**config.mk**
```make
export PLATFORM = sky130hd
export DESIGN_NAME = sync_serial_i2c_slave_port
export DESIGN_NICKNAME = d
export VERILOG_FILES = /design/src/sync_serial_pkg.sv /design/src/sync_serial_i2c_slave_port.sv
export SDC_FILE = /design/constraint.sdc
export NUM_CORES = 1
export LEC_CHECK = 0
export BUFFER_PORTS_ARGS = -buffer_cell sky130_fd_sc_hd__buf_4
export CAP_MARGIN = 20
export CORE_AREA = 5 5 135 124
export DETAILED_ROUTE_END_ITERATION = 16
export DIE_AREA = 0 0 140 129
export MAX_ROUTING_LAYER = met4
export SYNTH_ARGS = -nofsm -noshare
export SYNTH_HDL_FRONTEND = slang
export SYNTH_SLANG_ARGS = --single-unit
```
**constraint.sdc**
```tcl
create_clock -name clk_i -period 3.58 [get_ports clk_i]
set_input_delay 0.358 -clock clk_i [delete_from_list [all_inputs] [get_ports clk_i]]
set_output_delay 0.358 -clock clk_i [all_outputs]
set_load 0.01 [all_outputs]
```
**src/sync_serial_pkg.sv**
```systemverilog
// Constants, types and state layout for the two-wire serial slave port.
// Assumes one 200 MHz core clock and a classic Wishbone register bus.
//
// Contract
// - Slave transmit drives the data line whatever the direction bits hold.
// - Matched address or following data byte is acknowledged and buffered automatically.
// - Buffer full or overflow set: no acknowledge, no load, interrupt flag still set.
// - Buffer read clears buffer full; overflow clears only by software write.
// - After enable, wait for START, then shift eight bits on rising clock edges.
// - Shift bits 7 to 1 compared with slave address at eighth falling edge.
// - Match with flags clear: load, buffer full, acknowledge, interrupt at ninth fall.
// - High ten-bit byte sets flags, update needed, stretches clock until address write.
// - Low ten-bit byte sets flags again; restoring high byte releases the clock.
// - Repeated START read of high byte sets only interrupt and buffer full.
// - Start and stop bits clear on reset or disable, follow bus conditions.
// - Interrupt flag set on every byte moved, and on START and STOP in modes 1011, 1110 and 1111.
// - Pin switched to output in master operation is driven low.
// - Mode 1011 idles slave reception; only start/stop and byte interrupts.
// - Interrupt enabled while bus busy raises the interrupt at next STOP.
// - Slave logic keeps receiving after lost arbitration and acknowledges if addressed.
// - Read/write bit holds last matched direction until START or STOP.
// - Data/address bit is one after data, zero after an address.

package sync_serial_pkg;

  // ****************************************************************
  // Register indices; the byte address is four times the index.
  // ****************************************************************
  localparam logic [7:0] IDX_IRQ_FLAGS = 8'h0c;
  localparam logic [7:0] IDX_DATA_BUF = 8'h13;
  localparam logic [7:0] IDX_CONTROL = 8'h14;
  localparam logic [7:0] IDX_DIRECTION = 8'h87;
  localparam logic [7:0] IDX_IRQ_ENABLES = 8'h8c;
  localparam logic [7:0] IDX_SLAVE_ADDR = 8'h93;
  localparam logic [7:0] IDX_STATUS = 8'h94;

  // ****************************************************************
  // Field positions, masks and reset values.
  // ****************************************************************
  localparam int PORT_IRQ_BIT = 3;
  localparam int SCL_DIR_BIT = 3;
  localparam int SDA_DIR_BIT = 4;
  localparam logic [7:0] IRQ_FLAGS_MASK = 8'hbf;
  localparam logic [7:0] RST_IRQ_FLAGS = 8'h00;
  localparam logic [7:0] RST_IRQ_ENABLES = 8'h00;
  localparam logic [7:0] RST_DIRECTION = 8'hff;
  localparam logic [7:0] RST_SLAVE_ADDR = 8'h00;
  localparam logic [7:0] RST_BYTE = 8'h00;
  localparam logic [3:0] BITS_PER_BYTE = 4'h8;
  localparam logic [4:0] TEN_BIT_PREFIX = 5'h1e;

  // ****************************************************************
  // Modes of the control register mode field.
  // ****************************************************************
  localparam logic [3:0] MODE_SLAVE7 = 4'h6;
  localparam logic [3:0] MODE_SLAVE10 = 4'h7;
  localparam logic [3:0] MODE_FW_MASTER = 4'hb;
  localparam logic [3:0] MODE_SLAVE7_SS = 4'he;
  localparam logic [3:0] MODE_SLAVE10_SS = 4'hf;

  // ****************************************************************
  // Byte engine states, Gray coded along idle, address, ack, data.
  // ****************************************************************
  typedef enum logic [2:0] {
    ST_IDLE = 3'h0,
    ST_ADDR = 3'h1,
    ST_ACK = 3'h3,
    ST_RX = 3'h2,
    ST_TX = 3'h6,
    ST_TXACK = 3'h7,
    ST_LISTEN = 3'h5
  } byte_state_t;

  // All state of the port in one record.
  typedef struct packed {
    logic [1:0] scl_sync;
    logic [1:0] sda_sync;
    logic scl_q;
    logic sda_q;
    byte_state_t st;
    logic [3:0] bits;
    logic [7:0] serial_shift_register;
    logic [7:0] serial_data_buffer;
    logic [7:0] slave_address;
    logic [7:0] port_c_direction;
    logic [7:0] peripheral_irq_flags;
    logic [7:0] peripheral_irq_enables;
    logic write_collision_flag;
    logic rx_overflow_flag;
    logic port_enable_bit;
    logic clock_polarity_bit;
    logic [3:0] port_mode_field;
    logic data_flag;
    logic stop_seen;
    logic start_seen;
    logic rw_flag;
    logic addr_update_needed;
    logic buffer_full_flag;
    logic ack_drive;
    logic irq_pend;
    logic go_tx;
    logic low_pending;
    logic ten_ok;
    logic tx_loaded;
    logic tx_nak;
    logic stop_arm;
    logic wb_ack;
    logic [7:0] wb_rdat;
  } port_state_t;

endpackage : sync_serial_pkg

```
**src/sync_serial_i2c_slave_port.sv**
```systemverilog
// Two-wire serial port in its slave role, with firmware master support.
// Assumes open-drain pins resolved outside and a classic Wishbone master.
`timescale 1ns/1ps
`default_nettype none

module sync_serial_i2c_slave_port (
  // Clock and reset.
  input wire logic clk_i,
  input wire logic rst_i,
  // Wishbone register bus.
  input wire logic wb_cyc_i,
  input wire logic wb_stb_i,
  input wire logic wb_we_i,
  input wire logic [9:0] wb_adr_i,
  input wire logic [3:0] wb_sel_i,
  input wire logic [31:0] wb_dat_i,
  output logic [31:0] wb_dat_o,
  output logic wb_ack_o,
  // Two-wire bus pins.
  input wire logic scl_i,
  output logic scl_o,
  output logic scl_oe_o,
  input wire logic sda_i,
  output logic sda_o,
  output logic sda_oe_o
);

  // ****************************************************************
  // State and decoded events.
  // ****************************************************************
  sync_serial_pkg::port_state_t r;
  sync_serial_pkg::port_state_t next_r;
  logic scl_s;
  logic sda_s;
  logic scl_rise;
  logic scl_fall;
  logic start_ev;
  logic stop_ev;
  logic wb_take;
  logic wb_wr;
  logic wb_rd;
  logic [7:0] wb_idx;
  logic slave_on;
  logic ten_bit;
  logic ss_irq;
  logic listen;
  logic byte_done;
  logic tx_low;
  logic scl_hold;

  // Only the second synchroniser stage and its delayed copy feed edge logic.
  assign scl_s = r.scl_sync[1];
  assign sda_s = r.sda_sync[1];
  assign scl_rise = scl_s & ~r.scl_q;
  assign scl_fall = ~scl_s & r.scl_q;
  assign start_ev = scl_s & r.scl_q & r.sda_q & ~sda_s;
  assign stop_ev = scl_s & r.scl_q & ~r.sda_q & sda_s;
  assign byte_done = scl_fall & (r.bits == sync_serial_pkg::BITS_PER_BYTE);

  // Mode decode.
  assign slave_on = r.port_enable_bit & ((r.port_mode_field == sync_serial_pkg::MODE_SLAVE7) |
    (r.port_mode_field == sync_serial_pkg::MODE_SLAVE10) |
    (r.port_mode_field == sync_serial_pkg::MODE_SLAVE7_SS) |
    (r.port_mode_field == sync_serial_pkg::MODE_SLAVE10_SS));
  assign ten_bit = (r.port_mode_field == sync_serial_pkg::MODE_SLAVE10) |
    (r.port_mode_field == sync_serial_pkg::MODE_SLAVE10_SS);
  assign ss_irq = (r.port_mode_field == sync_serial_pkg::MODE_FW_MASTER) |
    (r.port_mode_field == sync_serial_pkg::MODE_SLAVE7_SS) |
    (r.port_mode_field == sync_serial_pkg::MODE_SLAVE10_SS);
  assign listen = r.port_enable_bit & (r.port_mode_field == sync_serial_pkg::MODE_FW_MASTER);

  // Bus request decode; the answer follows one cycle after the request appears.
  assign wb_take = wb_cyc_i & wb_stb_i & ~r.wb_ack;
  assign wb_wr = wb_take & wb_we_i & wb_sel_i[0];
  assign wb_rd = wb_take & ~wb_we_i;
  assign wb_idx = wb_adr_i[9:2];

  // ****************************************************************
  // Pin drive.
  // ****************************************************************
  // A one is sent by releasing the pin; the update stretch waits for the ninth clock so the master can end it.
  assign tx_low = (r.st == sync_serial_pkg::ST_TX) & r.tx_loaded & ~r.serial_shift_register[7];
  assign scl_hold = r.port_enable_bit & ((r.addr_update_needed & (r.st != sync_serial_pkg::ST_ACK)) |
    ((r.st == sync_serial_pkg::ST_TX) & ~r.clock_polarity_bit));
  assign scl_o = 1'b0;
  assign sda_o = 1'b0;
  // Slave drive overrides an input direction; an output direction drives low.
  assign scl_oe_o = ~r.port_c_direction[sync_serial_pkg::SCL_DIR_BIT] | scl_hold;
  assign sda_oe_o = ~r.port_c_direction[sync_serial_pkg::SDA_DIR_BIT] | r.ack_drive | tx_low;
  assign wb_ack_o = r.wb_ack;
  assign wb_dat_o = {24'h000000, r.wb_rdat};

  // ****************************************************************
  // Next state.
  // ****************************************************************
  // Software effects are applied first so that a hardware set in the same cycle wins.
  always_comb begin
    logic match;
    logic ua_set;
    logic hi_ok;
    match = 1'b0;
    ua_set = 1'b0;
    hi_ok = 1'b0;
    next_r = r;
    next_r.scl_sync = {r.scl_sync[0], scl_i};
    next_r.sda_sync = {r.sda_sync[0], sda_i};
    next_r.scl_q = scl_s;
    next_r.sda_q = sda_s;
    next_r.wb_ack = wb_take;

    // Register reads; unmapped indices read as zero.
    if (wb_rd) begin
      case (wb_idx)
        sync_serial_pkg::IDX_IRQ_FLAGS: next_r.wb_rdat = r.peripheral_irq_flags;
        sync_serial_pkg::IDX_DATA_BUF: begin
          next_r.wb_rdat = r.serial_data_buffer;
          next_r.buffer_full_flag = 1'b0;
        end
        sync_serial_pkg::IDX_CONTROL: next_r.wb_rdat = {r.write_collision_flag, r.rx_overflow_flag,
          r.port_enable_bit, r.clock_polarity_bit, r.port_mode_field};
        sync_serial_pkg::IDX_DIRECTION: next_r.wb_rdat = r.port_c_direction;
        sync_serial_pkg::IDX_IRQ_ENABLES: next_r.wb_rdat = r.peripheral_irq_enables;
        sync_serial_pkg::IDX_SLAVE_ADDR: next_r.wb_rdat = r.slave_address;
        sync_serial_pkg::IDX_STATUS: next_r.wb_rdat = {2'b00, r.data_flag, r.stop_seen, r.start_seen,
          r.rw_flag, r.addr_update_needed, r.buffer_full_flag};
        default: next_r.wb_rdat = 8'h00;
      endcase
    end

    // Register writes.
    if (wb_wr) begin
      case (wb_idx)
        sync_serial_pkg::IDX_IRQ_FLAGS: next_r.peripheral_irq_flags = wb_dat_i[7:0] &
          sync_serial_pkg::IRQ_FLAGS_MASK;
        sync_serial_pkg::IDX_DATA_BUF: begin
          // A write while a byte is shifting out is refused and flagged.
          if ((r.st == sync_serial_pkg::ST_TX) && (r.bits != 4'h0)) begin
            next_r.write_collision_flag = 1'b1;
          end else begin
            next_r.serial_data_buffer = wb_dat_i[7:0];
            next_r.buffer_full_flag = 1'b1;
          end
        end
        sync_serial_pkg::IDX_CONTROL: begin
          next_r.write_collision_flag = wb_dat_i[7];
          next_r.rx_overflow_flag = wb_dat_i[6];
          next_r.port_enable_bit = wb_dat_i[5];
          next_r.clock_polarity_bit = wb_dat_i[4];
          next_r.port_mode_field = wb_dat_i[3:0];
        end
        sync_serial_pkg::IDX_DIRECTION: next_r.port_c_direction = wb_dat_i[7:0];
        sync_serial_pkg::IDX_IRQ_ENABLES: begin
          next_r.peripheral_irq_enables = wb_dat_i[7:0] & sync_serial_pkg::IRQ_FLAGS_MASK;
          // Enabling while the bus is busy promises an interrupt at the next stop.
          if (wb_dat_i[sync_serial_pkg::PORT_IRQ_BIT] &&
              !r.peripheral_irq_enables[sync_serial_pkg::PORT_IRQ_BIT] && r.start_seen) begin
            next_r.stop_arm = 1'b1;
          end
        end
        sync_serial_pkg::IDX_SLAVE_ADDR: begin
          next_r.slave_address = wb_dat_i[7:0];
          next_r.addr_update_needed = 1'b0;
        end
        default: ;
      endcase
    end

    // Bus conditions and the byte engine.
    if (!r.port_enable_bit) begin
      next_r.start_seen = 1'b0;
      next_r.stop_seen = 1'b0;
      next_r.st = sync_serial_pkg::ST_IDLE;
      next_r.ack_drive = 1'b0;
      next_r.ten_ok = 1'b0;
      next_r.low_pending = 1'b0;
      next_r.addr_update_needed = 1'b0;
      next_r.stop_arm = 1'b0;
    end else if (start_ev) begin
      next_r.start_seen = 1'b1;
      next_r.stop_seen = 1'b0;
      next_r.rw_flag = 1'b0;
      next_r.ack_drive = 1'b0;
      next_r.bits = 4'h0;
      next_r.tx_loaded = 1'b0;
      next_r.low_pending = 1'b0;
      if (ss_irq) begin
        next_r.peripheral_irq_flags[sync_serial_pkg::PORT_IRQ_BIT] = 1'b1;
      end
      // Wait for START before shifting; slave-idle mode only counts bytes.
      if (slave_on) begin
        next_r.st = sync_serial_pkg::ST_ADDR;
      end else if (listen) begin
        next_r.st = sync_serial_pkg::ST_LISTEN;
      end else begin
        next_r.st = sync_serial_pkg::ST_IDLE;
      end
    end else if (stop_ev) begin
      next_r.stop_seen = 1'b1;
      next_r.start_seen = 1'b0;
      next_r.rw_flag = 1'b0;
      next_r.ack_drive = 1'b0;
      next_r.ten_ok = 1'b0;
      next_r.low_pending = 1'b0;
      next_r.stop_arm = 1'b0;
      next_r.st = sync_serial_pkg::ST_IDLE;
      if (ss_irq || r.stop_arm) begin
        next_r.peripheral_irq_flags[sync_serial_pkg::PORT_IRQ_BIT] = 1'b1;
      end
    end else begin
      case (r.st)
        sync_serial_pkg::ST_ADDR, sync_serial_pkg::ST_RX, sync_serial_pkg::ST_LISTEN: begin
          // Bits are taken on the rising edge of the bus clock.
          if (scl_rise && (r.bits < sync_serial_pkg::BITS_PER_BYTE)) begin
            next_r.serial_shift_register = {r.serial_shift_register[6:0], sda_s};
            next_r.bits = r.bits + 4'h1;
          end
          if (byte_done) begin
            next_r.irq_pend = 1'b1;
            next_r.go_tx = 1'b0;
            next_r.st = sync_serial_pkg::ST_ACK;
            hi_ok = (r.serial_shift_register[7:3] == sync_serial_pkg::TEN_BIT_PREFIX) &&
              (r.serial_shift_register[2:1] == r.slave_address[2:1]);
            if (r.st == sync_serial_pkg::ST_LISTEN) begin
              next_r.data_flag = 1'b1;
            end else if (r.st == sync_serial_pkg::ST_ADDR) begin
              // Address byte: seven-bit compare, or first ten-bit byte.
              if (!ten_bit) begin
                match = r.serial_shift_register[7:1] == r.slave_address[7:1];
              end else if (r.serial_shift_register[0]) begin
                match = hi_ok && r.ten_ok;
              end else begin
                match = hi_ok;
                ua_set = hi_ok;
              end
            end else if (r.low_pending) begin
              match = r.serial_shift_register == r.slave_address;
              ua_set = match;
            end else begin
              match = 1'b1;
              next_r.data_flag = 1'b1;
            end
            if ((r.st != sync_serial_pkg::ST_LISTEN) && !match) begin
              // Not addressed: stay silent until the next start.
              next_r.irq_pend = 1'b0;
              next_r.st = sync_serial_pkg::ST_IDLE;
            end else if (r.st != sync_serial_pkg::ST_LISTEN) begin
              if ((r.st == sync_serial_pkg::ST_ADDR) || r.low_pending) begin
                next_r.data_flag = 1'b0;
                next_r.rw_flag = r.serial_shift_register[0];
                next_r.go_tx = r.serial_shift_register[0];
              end
              next_r.low_pending = ten_bit && (r.st == sync_serial_pkg::ST_ADDR) &&
                !r.serial_shift_register[0];
              if (r.low_pending) begin
                next_r.ten_ok = 1'b1;
              end
              if (ua_set) begin
                next_r.addr_update_needed = 1'b1;
              end
              // The slave answers whatever it did on the bus before, even after lost arbitration.
              if (!r.buffer_full_flag && !r.rx_overflow_flag) begin
                next_r.serial_data_buffer = r.serial_shift_register;
                next_r.buffer_full_flag = 1'b1;
                next_r.ack_drive = 1'b1;
              end else begin
                next_r.go_tx = 1'b0;
                next_r.rx_overflow_flag = r.rx_overflow_flag | r.buffer_full_flag;
              end
            end
          end
        end
        sync_serial_pkg::ST_ACK: begin
          // Ninth falling edge ends the acknowledge and raises the flag.
          if (scl_fall) begin
            next_r.ack_drive = 1'b0;
            next_r.irq_pend = 1'b0;
            next_r.bits = 4'h0;
            if (r.irq_pend) begin
              next_r.peripheral_irq_flags[sync_serial_pkg::PORT_IRQ_BIT] = 1'b1;
            end
            if (listen) begin
              next_r.st = sync_serial_pkg::ST_LISTEN;
            end else if (r.go_tx) begin
              next_r.st = sync_serial_pkg::ST_TX;
              next_r.clock_polarity_bit = 1'b0;
              next_r.tx_loaded = 1'b0;
            end else begin
              next_r.st = sync_serial_pkg::ST_RX;
            end
          end
        end
        sync_serial_pkg::ST_TX: begin
          // The clock is held low until software releases it; the byte is taken then.
          if (!r.tx_loaded && r.clock_polarity_bit) begin
            next_r.serial_shift_register = r.serial_data_buffer;
            next_r.tx_loaded = 1'b1;
          end else if (r.tx_loaded && scl_fall) begin
            next_r.serial_shift_register = {r.serial_shift_register[6:0], 1'b1};
            next_r.bits = r.bits + 4'h1;
            if (r.bits == (sync_serial_pkg::BITS_PER_BYTE - 4'h1)) begin
              next_r.st = sync_serial_pkg::ST_TXACK;
              next_r.tx_loaded = 1'b0;
              next_r.buffer_full_flag = 1'b0;
              next_r.data_flag = 1'b1;
            end
          end
        end
        sync_serial_pkg::ST_TXACK: begin
          // The master's acknowledge decides whether another byte follows.
          if (scl_rise) begin
            next_r.tx_nak = sda_s;
          end
          if (scl_fall) begin
            next_r.peripheral_irq_flags[sync_serial_pkg::PORT_IRQ_BIT] = 1'b1;
            next_r.bits = 4'h0;
            next_r.clock_polarity_bit = r.tx_nak;
            next_r.st = r.tx_nak ? sync_serial_pkg::ST_IDLE : sync_serial_pkg::ST_TX;
          end
        end
        default: next_r.st = sync_serial_pkg::ST_IDLE;
      endcase
    end
  end

  // ****************************************************************
  // State register.
  // ****************************************************************
  // Synchronous reset; the data buffer has no documented reset and is cleared anyway.
  always_ff @(posedge clk_i) begin
    if (rst_i) begin
      r <= '0;
      r.scl_sync <= 2'b11;
      r.sda_sync <= 2'b11;
      r.scl_q <= 1'b1;
      r.sda_q <= 1'b1;
      r.st <= sync_serial_pkg::ST_IDLE;
      r.serial_data_buffer <= sync_serial_pkg::RST_BYTE;
      r.slave_address <= sync_serial_pkg::RST_SLAVE_ADDR;
      r.port_c_direction <= sync_serial_pkg::RST_DIRECTION;
      r.peripheral_irq_flags <= sync_serial_pkg::RST_IRQ_FLAGS;
      r.peripheral_irq_enables <= sync_serial_pkg::RST_IRQ_ENABLES;
    end else begin
      r <= next_r;
    end
  end
endmodule : sync_serial_i2c_slave_port

`default_nettype wire

```
==> metrics.yaml <==
switching_share_pct: 23.9
status: "complete, no violations"
wire_per_inst_um: 16.6
syn_area_per_cell_um2: 8.22
cts_root_buf: "clkbuf_16"
hold_path_class: "in -> reg"
endpoint: "r[11]"
ys.flop_type: "dfxtp_1"
yosysWarningCount: 0
cts_tree: "yes"
cp.required_ps: 3810
synth.top_cell.area_share_pct: 34.9
slowest_stage: "dfxtp_1"
p_switching_w: 0.000500
peakVddDrop_v: 0.000190
globalplace.congestion: 0.935
synth.area.top_cells: "dfxtp_1 (35%), mux2i_1 (8.5%), nor2_1 (5.9%)"
finalHoldViolCount: 0
cp_max_fo: 24
syn_inst: 628
drv_cap: 0
cts_buffer_depth: 2
reg2reg_from: "r[83]"
dpl.hpwl_um: 10300
ys_ff_latch: 90
clock_latency_ps: 350
fp.dieW_um: 140
holdBufCountCts: 0
port_buffers: 34
power_density_nw_per_um2: 364
netlist_area_um2: 5160
ioPinCount: 90
slew_headroom_pct: 37.6
synth-edff-count: 0
skew_ps: 9.35
grt_util_all_layers_pct: 15.7
post_cts_resize_count: 0
r2r-end: "r[11]"
clk_pin_slew_worst_paths_ps: 70
crit_type: "reg -> reg"
rsz0062_at_grt: "no"
syn_to_final_growth_pct: 11.3
timing.final.crit_period_ps: 2650
drive_gt1_share_pct: 16.0
coreArea_um2: 15200
drtPass1Iterations: 5
critPathTopFamily: "simple AND/OR/NAND/NOR gates"
cts_buffers: 9
initial_core_util_pct: 34.0
antenna_found_initial: 0
grt-ovfl-total: 0
slew_violations: 0
postSynth.asyncResetShare_pct: 0
cp.depth: 7
worstSetupStartpointType: "flip-flop"
crit_chain: "nor3b_2, nor2_1, o41ai_1, o211ai_1, nor4_1, a21oi_1, mux2_1"
intPower_w: 0.00159
worstSetupStartpoint: "r[83]"
clkPwrFrac_pct: 46.6
synth_top_area_cell: "dfxtp_1"
ys_seq_area_share_pct: 34.9
worst_pin_slew_ps: 930
diodes: 0
ant_nets: 0
drt_iter0_drc: 442
cpPeakStageDelay_ps: 790
vias: 4571
drt_wl_total_um: 14100
power_frac_seq_pct: 48.2
cts_setup_buffers: 0
postLayoutCoreUtil_pct: 37.9
ff2ff_setup_slack_ps: 930
setup_tns_ps: 0
clock-sinks: 90
drc: 0
combPwrFrac_pct: 5.2
setup_viol: 0
nNetsFinal: 695
grt_pass1_wl_um: 22300
drt-vias-per-instance: 5.40
grt_pass1_vias: 4144
die_area_um2: 18100
max_freq_mhz: 377
grt_start_max_net_pins: 82
yosysUniqueCellTypes: 73
min_period_over_period_pct: 74.1
ff2ff_path_depth: 7
p_leak_nw: 2.06
end_kind: "flip-flop"
critical_path_buf_inv_count: 0
arrival_ps: 2880
power.total_w: 0.00209
layout_commonest_cell: "dfxtp_1"
layout_common_cells: "dfxtp_1 (90), nor2_1 (81), nand2_1 (68)"
num_rows: 43
die_y_um: 129
h-tree-depth: 3
fillerInstances: 1600
==> flip-flops by register name (all words and copies together) (netlist names) <==
| signal | count |
|---|---|
| r | 77 |
| wb_dat_o | 8 |
| next_r | 4 |
| wb_ack_o | 1 |
==> layer usage <==
layer | global-route usage [%] | part of all wire [%] | vias to the layer above
li1 | - | - | 2207
met4 | 5.13 | 1.7 | 0
met5 | - | 0 | -
met3 | 3.38 | 7.8 | 22
met2 | 23.6 | 46 | 186
met1 | 21.1 | 45 | 2156
==> Yosys cell counts (all sizes together) (13+ instances only) <==
master / instances
dfxtp: 90
nor2: 84
nand2: 70
buf: 44
mux2i: 44
a21oi: 41
o21ai: 33
clkbuf: 23
nand3: 18
a211oi: 16
nand3b: 16
inv: 13
==> how the worst min path moves through the flow <==
stage | startpoint | endpoint | slack [ps] | cells after the start
2_1_floorplan | next_r[89] | next_r[86] | 390 | 1
3_3_place_gp | next_r[91] | next_r[87] | 390 | 1
3_5_place_dp | next_r[89] | next_r[86] | 400 | 1
4_1_cts | scl_i | next_r[91] | 190 | 2
5_1_grt | scl_i | next_r[91] | 190 | 2
6_report | scl_i | next_r[91] | 190 | 2
==> cell type report <==
| cell class | count | area, µm² | area share (%) |
|---|---|---|---|
| sequential | 90 | 1800 | 31.3 |
| multi-input combinational | 483 | 3020 | 52.5 |
| clock buffer | 10 | 229 | 3.98 |
| inverter | 13 | 48.8 | 0.849 |
| tap | 202 | 253 | 4.40 |
| timing repair buffer | 43 | 323 | 5.62 |
| clock inverter | 6 | 73.8 | 1.28 |
==> power groups by stage <==
stage	combinational [W]	sequential (W)	clock, W
6_report	0.000110	0.00101	0.000974
5_1_grt	0.000120	0.00101	0.00103
4_1_cts	0.000109	0.00101	0.000988
3_5_place_dp	0.000109	0.00103	0
3_3_place_gp	0.000108	0.00103	0
2_1_floorplan	0.0000852	0.00103	0
==> through the flow <==
step	hold WS (ps)	area [µm²]	setup slack, ps	std cells
3_5_place_dp	403	5440	960	830
2_1_floorplan	389	5260	1410	653
6_report	194	5750	927	847
3_3_place_gp	395	5440	912	830
5_1_grt	194	5750	663	847
4_1_cts	191	5740	945	846
==> kinds of logic (layout without fill, tap and decap cells) <==
group	count (synthesis)	count (layout)	synth area share, %
other	1	26	0.0726
and+or+nand+nor	250	250	24.8
AOI/OAI and AO/OA	144	144	19.3
buffers and inverters	80	72	8.58
adders and majority gates	2	2	0.485
muxes	52	52	10.3
DFF	90	90	34.9
xor gates and xnor gates	9	9	1.53
Power figures use the tool's default switching activity.
